`src/hw/pplcm_pkg.sv`:
```
// Functional notes
// - test enable high bypasses memory function; pins become parallel test inputs and outputs
// - while in check mode the data input reference is forced to half supply
// - test outputs drive only while chip select is low, else float
// - termination stays off for the whole check mode regardless of its input
// - results follow inputs through fixed propagation delay, no clocking
// - all inputs applied and all outputs sampled in parallel
// - normal function pins are reused as test inputs during the mode
// - inputs grouped: command/address/clock, byte masks, alert, reset
// - results appear on sixteen data lines and both strobe pairs
// - test enable defaults low so a floating input never enters the mode
// - test enable has no effect on normal memory operation; here an enable seen high turns termination off before entry
// - only digital pins take part in the check
// - every sixteen-bit organisation supports the check mode
// - terms 0 to 4 are fixed three-input xor equations
// - terms 5 to 9 are fixed three-input xor equations
// - data high byte and upper strobes are inversions of low byte and lower strobes
// - entry at least 200 ns after enable; outputs valid within 200 ns
package pplcm_pkg;

  // ==========================================================
  // timing
  localparam int CLK_PERIOD_NS = 100;
  localparam int ENTRY_TIME_NS = 200;
  localparam int SETTLE_TIME_NS = 200;
  // least time rounds up, longest time rounds down
  localparam int ENTRY_CYCLES = (ENTRY_TIME_NS + CLK_PERIOD_NS - 1) / CLK_PERIOD_NS;
  localparam int SETTLE_CYCLES = SETTLE_TIME_NS / CLK_PERIOD_NS;
  localparam int CNT_W = 2;
  localparam logic [CNT_W-1:0] ENTRY_COUNT = CNT_W'(ENTRY_CYCLES);

  // ==========================================================
  // field layout and reset values
  localparam int ADDR_W = 17;
  localparam int DQ_W = 16;
  localparam int TERM_W = 10;
  localparam int HALF_DQ = 8;
  localparam logic MODE_RST = 1'b0;

  // ==========================================================
  // carriers
  typedef struct packed {
    logic [1:0] bank_select_bits;
    logic bank_group_bit0;
    logic [ADDR_W-1:0] addr;
    logic cke;
    logic row_open_cmd_in;
    logic termination_control_in;
    logic clockTrue;
    logic clock_complement;
    logic ca_check_bit_in;
    logic lower_byte_mask_in;
    logic upper_byte_mask_in;
    logic alertIn;
    logic memResetIn;
  } pplcm_pins_t;

  typedef struct packed {
    logic [DQ_W-1:0] dq;
    logic lower_strobe;
    logic lowerStrobeC;
    logic upper_strobe;
    logic upperStrobeC;
  } pplcm_results_t;

  typedef struct packed {
    logic normalEnable;
    logic data_input_reference;
    logic refreshHold;
    logic resetNeeded;
  } pplcm_ctl_t;

  // ==========================================================
  // three-input parity used by every result term
  function automatic logic xor3(input logic a, input logic b, input logic c);
    return a ^ b ^ c;
  endfunction : xor3

endpackage : pplcm_pkg

```
`src/hw/pplcm_top.sv`:
```
`timescale 1ns/10ps
module pplcm_top
  import pplcm_pkg::*;
(
  // clock and reset
  input wire logic clk,
  input wire logic reset_n,
  // test control pins
  input wire logic link_check_enable_in,
  input wire logic chipSelect_n,
  // test input pins, groups a to d
  input pplcm_pins_t pins,
  // test output pins
  output pplcm_results_t resultOut,
  output logic [DQ_W-1:0] dqOe,
  output logic [3:0] strobeOe,
  // device controls
  output logic link_check_mode,
  output logic terminationEnable,
  output pplcm_ctl_t ctlOut
);

  // ==========================================================
  // declarations
  logic enSync1_reg;
  logic enSync2_reg;
  logic termSync1_reg;
  logic termSync2_reg;
  logic [CNT_W-1:0] entryCnt_reg;
  logic [CNT_W-1:0] entryCnt_next;
  logic mode_reg;
  logic mode_next;
  logic termEnable_reg;
  logic resetNeeded_reg;
  logic outputDrive;
  pplcm_results_t termResults;

  // ==========================================================
  // synchronisers for the slow control pins
  // the enable resets low so a floating pin never starts the mode
  always_ff @(posedge clk)
  begin
    if (!reset_n)
    begin
      enSync1_reg <= 1'b0;
      enSync2_reg <= 1'b0;
    end
    else
    begin
      enSync1_reg <= link_check_enable_in;
      enSync2_reg <= enSync1_reg;
    end
  end

  // termination request is a normal-mode pin, synchronised the same way
  always_ff @(posedge clk)
  begin
    if (!reset_n)
    begin
      termSync1_reg <= 1'b0;
      termSync2_reg <= 1'b0;
    end
    else
    begin
      termSync1_reg <= pins.termination_control_in;
      termSync2_reg <= termSync1_reg;
    end
  end

  // ==========================================================
  // entry delay: count whole cycles of steady enable before entry
  always_comb
  begin
    entryCnt_next = entryCnt_reg;
    mode_next = mode_reg;
    if (!enSync2_reg)
    begin
      // enable may drop at any time; leave at once
      entryCnt_next = '0;
      mode_next = 1'b0;
    end
    else if (entryCnt_reg != ENTRY_COUNT)
    begin
      entryCnt_next = entryCnt_reg + CNT_W'(1);
    end
    else
    begin
      mode_next = 1'b1;
    end
  end

  always_ff @(posedge clk)
  begin
    if (!reset_n)
    begin
      entryCnt_reg <= '0;
      mode_reg <= MODE_RST;
    end
    else
    begin
      entryCnt_reg <= entryCnt_next;
      mode_reg <= mode_next;
    end
  end

  // ==========================================================
  // termination: off as soon as the enable is seen, well before entry
  always_ff @(posedge clk)
  begin
    if (!reset_n)
    begin
      termEnable_reg <= 1'b0;
    end
    else
    begin
      // outside the mode termination follows its pin only while the enable is seen low
      termEnable_reg <= termSync2_reg & ~enSync2_reg & ~mode_next;
    end
  end

  // ==========================================================
  // exit bookkeeping: array contents and state are lost on exit
  // only a full device reset clears the flag
  always_ff @(posedge clk)
  begin
    if (!reset_n)
    begin
      resetNeeded_reg <= 1'b0;
    end
    else if (mode_reg && !mode_next)
    begin
      resetNeeded_reg <= 1'b1;
    end
  end

  // ==========================================================
  // device controls straight from flip-flops, except normal enable, gated from two of them
  assign link_check_mode = mode_reg;
  assign terminationEnable = termEnable_reg;
  always_comb
  begin
    ctlOut.normalEnable = ~mode_reg & ~resetNeeded_reg;
    ctlOut.data_input_reference = mode_reg;
    ctlOut.refreshHold = mode_reg;
    ctlOut.resetNeeded = resetNeeded_reg;
  end

  // ==========================================================
  // result network; clocking it would add cycles past the settle limit,
  // so data and enables take the pin path without flip-flops
  pplcm_terms u_terms (
    .pins(pins),
    .linkEnable(link_check_enable_in),
    .results(termResults)
  );

  // chip select gates every output at once, in parallel
  assign outputDrive = mode_reg & ~chipSelect_n;
  assign dqOe = {DQ_W{outputDrive}};
  assign strobeOe = {4{outputDrive}};
  assign resultOut = termResults;

  // ==========================================================
  // checks: mode sequencing
  entry_delay_a: assert property (@(posedge clk) disable iff (!reset_n)
    $rose(mode_reg) |-> $past(enSync2_reg, 1) && $past(enSync2_reg, 2)
      && $past(enSync2_reg, 3))
    else $error("mode entered before the entry delay");

  entry_bound_a: assert property (@(posedge clk) disable iff (!reset_n)
    $rose(enSync2_reg) ##0 enSync2_reg [*4] |-> mode_reg)
    else $error("mode not entered after steady enable");

  // the counter parks at the entry count; a wrap would re-arm the delay
  cnt_limit_a: assert property (@(posedge clk) disable iff (!reset_n)
    entryCnt_reg <= ENTRY_COUNT)
    else $error("entry counter past its limit");

  exit_fast_a: assert property (@(posedge clk) disable iff (!reset_n)
    !enSync2_reg |=> !mode_reg)
    else $error("mode held after enable dropped");

  normal_off_a: assert property (@(posedge clk) disable iff (!reset_n)
    mode_reg |-> !ctlOut.normalEnable && ctlOut.refreshHold)
    else $error("normal function active during check mode");

  normal_back_a: assert property (@(posedge clk) disable iff (!reset_n)
    (!mode_reg && !resetNeeded_reg) |-> ctlOut.normalEnable)
    else $error("normal function blocked outside check mode");

  // ==========================================================
  // checks: analog side controls
  // termination may come back in the very cycle the mode drops
  term_off_a: assert property (@(posedge clk) disable iff (!reset_n)
    mode_reg |-> !termEnable_reg)
    else $error("termination on during check mode");

  term_early_a: assert property (@(posedge clk) disable iff (!reset_n)
    enSync2_reg |=> !termEnable_reg)
    else $error("termination on after enable seen");

  term_follow_a: assert property (@(posedge clk) disable iff (!reset_n)
    (!enSync2_reg && !mode_reg && termSync2_reg) |=> termEnable_reg)
    else $error("termination blocked outside check mode");

  ref_half_a: assert property (@(posedge clk) disable iff (!reset_n)
    ctlOut.data_input_reference == link_check_mode)
    else $error("reference select disagrees with mode");

  refresh_idle_a: assert property (@(posedge clk) disable iff (!reset_n)
    !mode_reg |-> !ctlOut.refreshHold && !ctlOut.data_input_reference)
    else $error("check mode controls active outside the mode");

  exit_flag_a: assert property (@(posedge clk) disable iff (!reset_n)
    $fell(mode_reg) |-> resetNeeded_reg && !ctlOut.normalEnable)
    else $error("exit not flagged for reset");

  flag_sticky_a: assert property (@(posedge clk) disable iff (!reset_n)
    resetNeeded_reg |=> resetNeeded_reg)
    else $error("exit flag cleared without reset");

  // ==========================================================
  // checks: result pins
  out_gate_a: assert property (@(posedge clk) disable iff (!reset_n)
    (dqOe != '0 || strobeOe != '0) |-> mode_reg && !chipSelect_n)
    else $error("outputs driven outside gated window");

  out_float_a: assert property (@(posedge clk) disable iff (!reset_n)
    chipSelect_n |-> dqOe == '0 && strobeOe == '0)
    else $error("outputs driven with chip select high");

  oe_all_a: assert property (@(posedge clk) disable iff (!reset_n)
    (dqOe == {DQ_W{dqOe[0]}}) && (strobeOe == {4{dqOe[0]}}))
    else $error("output enables not switched together");

  dq_inverse_a: assert property (@(posedge clk) disable iff (!reset_n)
    resultOut.dq[DQ_W-1:HALF_DQ] == ~resultOut.dq[HALF_DQ-1:0])
    else $error("upper data byte not inverted");

  strobe_inv_a: assert property (@(posedge clk) disable iff (!reset_n)
    resultOut.upper_strobe != resultOut.lower_strobe
      && resultOut.upperStrobeC != resultOut.lowerStrobeC)
    else $error("upper strobes not inverted");

  // ==========================================================
  // checks: result terms, written from the pin equations, not the network
  term_zero_a: assert property (@(posedge clk) disable iff (!reset_n)
    resultOut.dq[0] == (pins.addr[1] ^ pins.addr[6] ^ pins.ca_check_bit_in))
    else $error("term zero mismatch");

  term_one_a: assert property (@(posedge clk) disable iff (!reset_n)
    resultOut.dq[1] == (pins.addr[8] ^ pins.alertIn ^ pins.addr[9]))
    else $error("term one mismatch");

  term_two_a: assert property (@(posedge clk) disable iff (!reset_n)
    resultOut.dq[2] == (pins.addr[2] ^ pins.addr[5] ^ pins.addr[13]))
    else $error("term two mismatch");

  term_three_a: assert property (@(posedge clk) disable iff (!reset_n)
    resultOut.dq[3] == (pins.addr[0] ^ pins.addr[7] ^ pins.addr[11]))
    else $error("term three mismatch");

  term_four_a: assert property (@(posedge clk) disable iff (!reset_n)
    resultOut.dq[4] == (pins.clock_complement ^ pins.termination_control_in
      ^ pins.addr[15]))
    else $error("term four mismatch");

  term_five_a: assert property (@(posedge clk) disable iff (!reset_n)
    resultOut.dq[5] == (pins.cke ^ pins.addr[16] ^ pins.addr[10]))
    else $error("term five mismatch");

  term_six_a: assert property (@(posedge clk) disable iff (!reset_n)
    resultOut.dq[6] == (pins.row_open_cmd_in ^ pins.addr[4] ^ pins.bank_select_bits[1]))
    else $error("term six mismatch");

  term_seven_a: assert property (@(posedge clk) disable iff (!reset_n)
    resultOut.dq[7] == (pins.upper_byte_mask_in ^ pins.lower_byte_mask_in
      ^ pins.clockTrue))
    else $error("term seven mismatch");

  term_eight_a: assert property (@(posedge clk) disable iff (!reset_n)
    resultOut.lower_strobe == (pins.addr[14] ^ pins.addr[12] ^ pins.bank_select_bits[0]))
    else $error("term eight mismatch");

  term_nine_a: assert property (@(posedge clk) disable iff (!reset_n)
    resultOut.lowerStrobeC == (pins.bank_group_bit0 ^ pins.addr[3]
      ^ (pins.memResetIn & link_check_enable_in)))
    else $error("term nine mismatch");

  // ==========================================================
  // scenarios
  entry_c: cover property (@(posedge clk) disable iff (!reset_n)
    $rose(mode_reg));

  exit_c: cover property (@(posedge clk) disable iff (!reset_n)
    $fell(mode_reg));

  drive_c: cover property (@(posedge clk) disable iff (!reset_n)
    mode_reg && !chipSelect_n ##1 mode_reg && chipSelect_n);

  short_pulse_c: cover property (@(posedge clk) disable iff (!reset_n)
    $rose(enSync2_reg) ##1 !enSync2_reg);

  float_c: cover property (@(posedge clk) disable iff (!reset_n)
    mode_reg && chipSelect_n);

endmodule : pplcm_top

```
`src/hw/pplcm_terms.sv`:
```
`timescale 1ns/10ps
module pplcm_terms
  import pplcm_pkg::*;
(
  // test pattern
  input pplcm_pins_t pins,
  input wire logic linkEnable,
  // results
  output pplcm_results_t results
);

  logic [TERM_W-1:0] resultTerm;

  // ==========================================================
  // result terms, purely combinational so patterns may follow back to back
  always_comb
  begin
    resultTerm[0] = xor3(pins.addr[1], pins.addr[6], pins.ca_check_bit_in);
    resultTerm[1] = xor3(pins.addr[8], pins.alertIn, pins.addr[9]);
    resultTerm[2] = xor3(pins.addr[2], pins.addr[5], pins.addr[13]);
    resultTerm[3] = xor3(pins.addr[0], pins.addr[7], pins.addr[11]);
    resultTerm[4] = xor3(pins.clock_complement, pins.termination_control_in,
                         pins.addr[15]);
    resultTerm[5] = xor3(pins.cke, pins.addr[16], pins.addr[10]);
    resultTerm[6] = xor3(pins.row_open_cmd_in, pins.addr[4],
                         pins.bank_select_bits[1]);
    resultTerm[7] = xor3(pins.upper_byte_mask_in, pins.lower_byte_mask_in,
                         pins.clockTrue);
    resultTerm[8] = xor3(pins.addr[14], pins.addr[12], pins.bank_select_bits[0]);
    // reset pin only counts while the enable is high
    resultTerm[9] = xor3(pins.bank_group_bit0, pins.addr[3],
                         pins.memResetIn & linkEnable);
  end

  // ==========================================================
  // output mapping: high byte and upper strobes are inverted copies
  always_comb
  begin
    results.dq[HALF_DQ-1:0] = resultTerm[HALF_DQ-1:0];
    results.dq[DQ_W-1:HALF_DQ] = ~resultTerm[HALF_DQ-1:0];
    results.lower_strobe = resultTerm[8];
    results.lowerStrobeC = resultTerm[9];
    results.upper_strobe = ~resultTerm[8];
    results.upperStrobeC = ~resultTerm[9];
  end

endmodule : pplcm_terms

```
`config.mk`:
```
export PLATFORM = sky130hd
export DESIGN_NAME = pplcm_top
export DESIGN_NICKNAME = d
export VERILOG_FILES = /design/src/hw/pplcm_pkg.sv /design/src/hw/pplcm_top.sv /design/src/hw/pplcm_terms.sv
export SDC_FILE = /design/constraint.sdc
export NUM_CORES = 1
export LEC_CHECK = 0
export BUFFER_PORTS_ARGS = -buffer_cell sky130_fd_sc_hd__buf_2
export CORE_MARGIN = 2
export CORE_UTILIZATION = 25
export DETAILED_ROUTE_END_ITERATION = 8
export GPL_TIMING_DRIVEN = 0
export SLEW_MARGIN = 20
export SYNTH_ARGS = -nofsm -noshare
export SYNTH_HDL_FRONTEND = slang
export SYNTH_HIERARCHICAL = 1
export SYNTH_SLANG_ARGS = --single-unit
```
`constraint.sdc`:
```
create_clock -name clk -period 2.4 [get_ports clk]
set_input_delay 0 -clock clk [delete_from_list [all_inputs] [get_ports clk]]
set_output_delay 0 -clock clk [all_outputs]
set_load 0.05 [all_outputs]
```
==> impl_metrics.toml, run 1 <==
[status]
status = "complete, no violations"

[detailed_routing]
vias_per_cell = 3.88
drc = 0
drt-initial-drc-count = 16
dr_total_vias = 768
wl_mm = 1.58
ant_nets = 0
routedWlPerCell_um = 7.99
dr.pass1.iters = 2

[layout]
fin_nets = 203
area_growth_pct = 64.6
largest_reg_flops = 2
fin_cells = 198
drive_gt1_frac = 0.647
n_antenna_cell = 0
utilization = 0.435
nFillCells = 289

[clocking]
htree_levels = 1
cts-resized-gates = 0
cts_tree = "built"
ctsLongestPathBuffers = 2
cts-root-buf = "clkbuf_4"
clk_pin_slew_worst_paths_ps = 60
insertion_delay_ps = 260
cts_sinks = 9
numCtsBuffers = 3
postCtsSetupRepairBufs = 0

[yosys]
synth_top_cells_by_area = "dfxtp_1 25%, buf_4 24%, xnor2_1 23%"
ys_types = 13
synth_area_um2 = 734
postSynthCellCount = 83
yosysSeqAreaShare = 0.245
synth_top_area_cell = "dfxtp_1"
synth-seq-cells = 9
synth.avg_cell_area_um2 = 8.85
synth_top_area_frac = 0.245
yosysWarnings = 6
synth_fp_nets = 118

[worst_setup_path]
cpPeakStageDelay_ps = 620
slowest_stage = "nor2b_2"
worstPathArrival_ps = 1790
worst_setup_path_start_kind = "flip-flop"
critPathKind = "reg -> out"
crit_chain = "nor2b_2, buf_4, buf_2"
cp_max_fo = 20
crit_required_ps = 2400
cp-end-kind = "output pin"

[grt]
antenna_found_initial = 0
grt-ovfl-total = 0
grt_first_pass_wirelength_mm = 2.41
grt_max_degree = 21
first_global_vias = 672
grt_use_total = 0.0899

[timing]
fmax_mhz = 559
setup_viol = 0
tightestPinTransition_ps = 665
slew-limit-headroom = 0.555
hold_violations = 0
rsz0062_at_grt = "false"
fin_tns_setup_ps = 0
min_period_ps = 1790
period_share = 0.745
report.final.slew_viol_count = 0
finalClockSkew_ps = 9.87

[placed_design]
numPortBuffers = 79
place_congestion = 0.677
hpwl_mm = 1.43
placed_cells = 193

[power]
ir_drop_v = 0.000383
power.total_uw = 611
p_leak_nw = 0.707
power_density_nw_per_um2 = 506

[floorplanning]
start_util = 0.264
die_y_um = 58.2
dieArea_um2 = 3390
rows = 19
fp.dieW_um = 58.2
core_area_um2 = 2780
io_pins = 80

[job]
cap_violations = 0

[min_path]
holdCritPathClass = "in -> reg"
==> final cells by class <==
type	count	area, um^2	area share
Multi-Input combinational cell	50	380	0.315
Clock inverter	1	5.00	0.00414
Tap cell	31	38.8	0.0321
Timing Repair Buffer	80	405	0.335
Inverter	1	3.75	0.00311
Sequential cell	9	180	0.149
Buffer	23	173	0.143
Clock buffer	3	22.5	0.0186
==> layer usage <==
metal / track usage / vias up / wire [um]
li1: - / 397 / -
met1: 0.0796 / 320 / 496
met2: 0.182 / 51 / 849
met3: 0.0268 / 0 / 238
met4: 0.0399 / 0 / 0
met5: 0 / - / 0
==> synthesized netlist by cell type <==
| cell | number |
|---|---|
| a21oi_2 | 1 |
| and2_1 | 4 |
| buf_4 | 23 |
| dfxtp_1 | 9 |
| ha_1 | 1 |
| inv_1 | 1 |
| nand2_1 | 4 |
| nor2_1 | 5 |
| nor2b_1 | 2 |
| o21a_1 | 1 |
| or2_1 | 1 |
| xnor2_1 | 19 |
| xor2_1 | 12 |
==> cells in the final DEF (no fill, tap or decap), drive strengths merged, types with 2 or more instances in the layout <==
| master | instances |
|---|---|
| buf | 102 |
| xnor2 | 19 |
| xor2 | 12 |
| dfxtp | 9 |
| nor2 | 5 |
| and2 | 4 |
| nand2 | 4 |
| clkbuf | 3 |
| nor2b | 2 |
==> report_power, final <==
group          switching (mW)  internal [mW]
logic                   0.251         0.0937
clock network          0.0506         0.0612
registers             0.00130          0.153
==> through the flow <==
step / worst slack (ps) / area (um^2) / hold slack, ps
floorplan: 582 / 734 / 118
global placement: 589 / 1170 / 221
detailed placement: 484 / 1170 / 233
CTS: 180 / 1210 / 2.46
global route: 424 / 1210 / 2.01
finish: 613 / 1210 / 11.4
==> cells by family (layout without fill, tap and decap cells) <==
family,Yosys count,after routing,share of synthesized area
flip-flops,9,9,0.245
AND/OR/NAND/NOR,16,16,0.106
XOR/XNOR,31,31,0.370
AO/OA/AOI/OAI,2,2,0.0222
adder cells (fa/ha/maj),1,1,0.0170
buffers and inverters,24,108,0.240
==> what timing repair did <==
item | in CTS | in global routing
endpoints found under the hold margin | 1 | 0
hold buffers | 1 | 0
setup endpoints to repair | 0 | 0
==> final timing paths <==
check	start	to	slack, ps	depth (start not counted)
max	link_check_mode	dqOe[7]	610	3
min	reset_n	terminationEnable	10	3
max reg2reg	entryCnt_reg[0]	entryCnt_reg[1]	1320	4
min reg2reg	termSync2_reg	terminationEnable	400	2
==> critical path, delay by kind of cell (launching register included) <==
kind / cells / cell delay [ps]
buf+inv: 2 / 460
flops: 1 / 440
simple gates: 1 / 620
Note: power is estimated with default switching activity, not from simulation.
==> run 2, diff against run 1 <==
==> constraint.sdc (replaced) <==
create_clock -name clk -period 1.5 [get_ports clk]
set_input_delay 0 -clock clk [delete_from_list [all_inputs] [get_ports clk]]
set_output_delay 0 -clock clk [all_outputs]
set_load 0.05 [all_outputs]
==> run 2 against run 1 <==
Effect of this change:
- utilization is 1.3 points higher
- critical path depth stayed put
- clock power is 62% higher
- count of clock-buffer cells in the layout is 1 higher
- combinational power is 61% higher
- flip-flop and latch count stayed put
- register-to-register slack worse by 890 ps
- worst hold slack better by 2.5 ps
- clock skew is 7.9 ps lower
- cell count is 1.5% higher
- largest cell class unchanged
- largest power group unchanged
==> impl_metrics.toml, run 2 (synthesis results as in run 1) <==
[detailed_routing]
dr_total_vias = 787
routedWlPerCell_um = 8.16
drc = 0
dr.pass1.iters = 4
vias_per_cell = 3.92
ant_nets = 0
wl_mm = 1.64
drt-initial-drc-count = 19

[min_path]
holdCritPathClass = "in -> reg"

[worst_setup_path]
worst_setup_path_start_kind = "flip-flop"
crit_chain = "nor2b_4, buf_4, buf_2"
slowest_stage = "dfxtp_2"
critPathKind = "reg -> out"
r2r_slack_ps = 430
r2r-end = "entryCnt_reg[1]"
worstPathArrival_ps = 1340
setup.worst_path.start = "link_check_mode"
cp-endpoint = "dqOe[5]"
crit_required_ps = 1500
cp-end-kind = "output pin"
cpPeakStageDelay_ps = 400
worst-r2r-cell-count = 4
crit-reg2reg-launch = "entryCnt_reg[0]"
cp_max_fo = 10

[floorplanning]
fp.dieW_um = 58.2
die_y_um = 58.2
io_pins = 80
start_util = 0.264
core_area_um2 = 2780
dieArea_um2 = 3390
rows = 19

[layout]
n_antenna_cell = 0
final_cell_mix = "79 x buf_2, 23 x buf_4, 19 x xnor2_1"
area_growth_pct = 69.7
drive_gt1_frac = 0.647
fin_nets = 206
final_common_cell = "buf_2"
largest_reg_flops = 2
utilization = 0.448

[clocking]
cts_tree = "built"
cts_sinks = 9
numCtsBuffers = 3
htree_levels = 1
clk_pin_slew_worst_paths_ps = 60
insertion_delay_ps = 260
postCtsSetupRepairBufs = 0
ctsLongestPathBuffers = 2
cts-root-buf = "clkbuf_4"

[power]
power_density_nw_per_um2 = 789
pwr-share-comb = 0.564
p_clk_frac = 0.184
internal_power_uw = 500
power.total_uw = 983
ir_drop_v = 0.000475
power_frac_seq = 0.252
swShare = 0.492
p_leak_nw = 0.713
p_sw_uw = 483

[timing]
finalClockSkew_ps = 1.94
period_share = 0.891
slew-limit-headroom = 0.812
fin_tns_setup_ps = 0
setup_viol = 0
fmax_mhz = 749
report.final.slew_viol_count = 0
min_period_ps = 1340
rsz0062_at_grt = "false"
tightestPinTransition_ps = 280
hold_violations = 0

[job]
cap_violations = 0

[grt]
antenna_found_initial = 0
grt_use_total = 0.101
grt_first_pass_wirelength_mm = 2.65
first_global_vias = 712
grt_max_degree = 11
grt-ovfl-total = 0

[placed_design]
place_congestion = 0.662
hpwl_mm = 1.38
numPortBuffers = 79

[status]
status = "complete, no violations"
[run 2: area by class of cell]
| type | count | area (um^2) |
|---|---|---|
| clock buffers | 4 | 26.3 |
| fillers | 294 | 1540 |
| well taps | 31 | 38.8 |
| flip-flops and latches | 9 | 181 |
| plain buffers | 23 | 173 |
| multi-input cells | 52 | 408 |
| repair buffers | 81 | 415 |
| inverters | 1 | 3.75 |
[run 2: power groups by stage]
| stage | Combinational, mW | Clock [mW] | Sequential (mW) |
|---|---|---|---|
| 5_1_grt | 0.584 | 0.209 | 0.248 |
| 3_3_place_gp | 0.546 | 0 | 0.253 |
| 2_1_floorplan | 0.410 | 0 | 0.255 |
| 3_5_place_dp | 0.552 | 0 | 0.253 |
| 4_1_cts | 0.558 | 0.193 | 0.248 |
| 6_report | 0.554 | 0.181 | 0.248 |
[run 2: how the worst min path moves through the flow]
| stage | from | endpoint | slack (ps) | cells after the start |
|---|---|---|---|---|
| 2_1_floorplan | reset_n | resetNeeded_reg | 120 | 1 |
| 3_3_place_gp | link_check_enable_in | enSync1_reg | 220 | 2 |
| 3_5_place_dp | link_check_enable_in | enSync1_reg | 220 | 2 |
| 4_1_cts | reset_n | terminationEnable | 9 | 3 |
| 5_1_grt | reset_n | resetNeeded_reg | 20 | 2 |
| 6_report | reset_n | terminationEnable | 10 | 3 |
[run 2: timing repair]
action / CTS / global route
hold buffers: 2 / 0
endpoints found under the hold margin: 2 / 0
gates resized for setup: 1 / 1
setup endpoints to repair: 20 / 20
gates cloned: 1 / 1
[run 2: critical path, delay by kind of cell, from the launching register on]
kind / cells / cell delay, ps
buffers and inverters: 2 / 390
and+or+nand+nor: 1 / 280
DFF: 1 / 400
[run 2: metrics by stage]
stage,cell area (um^2),cells,worst slack [ps],hold slack (ps)
after floorplan,742,83,112,118
after global placement,1180,193,231,221
after detailed placement,1180,193,193,223
after CTS,1240,200,26.1,8.77
after global routing,1250,201,61.0,19.8
final,1250,201,164,14.0
[run 2: layer usage]
metal  wire, um  track usage
met1        569       0.0935
met2        842        0.190
met3        218       0.0335
met4          9       0.0598
met5          0            0
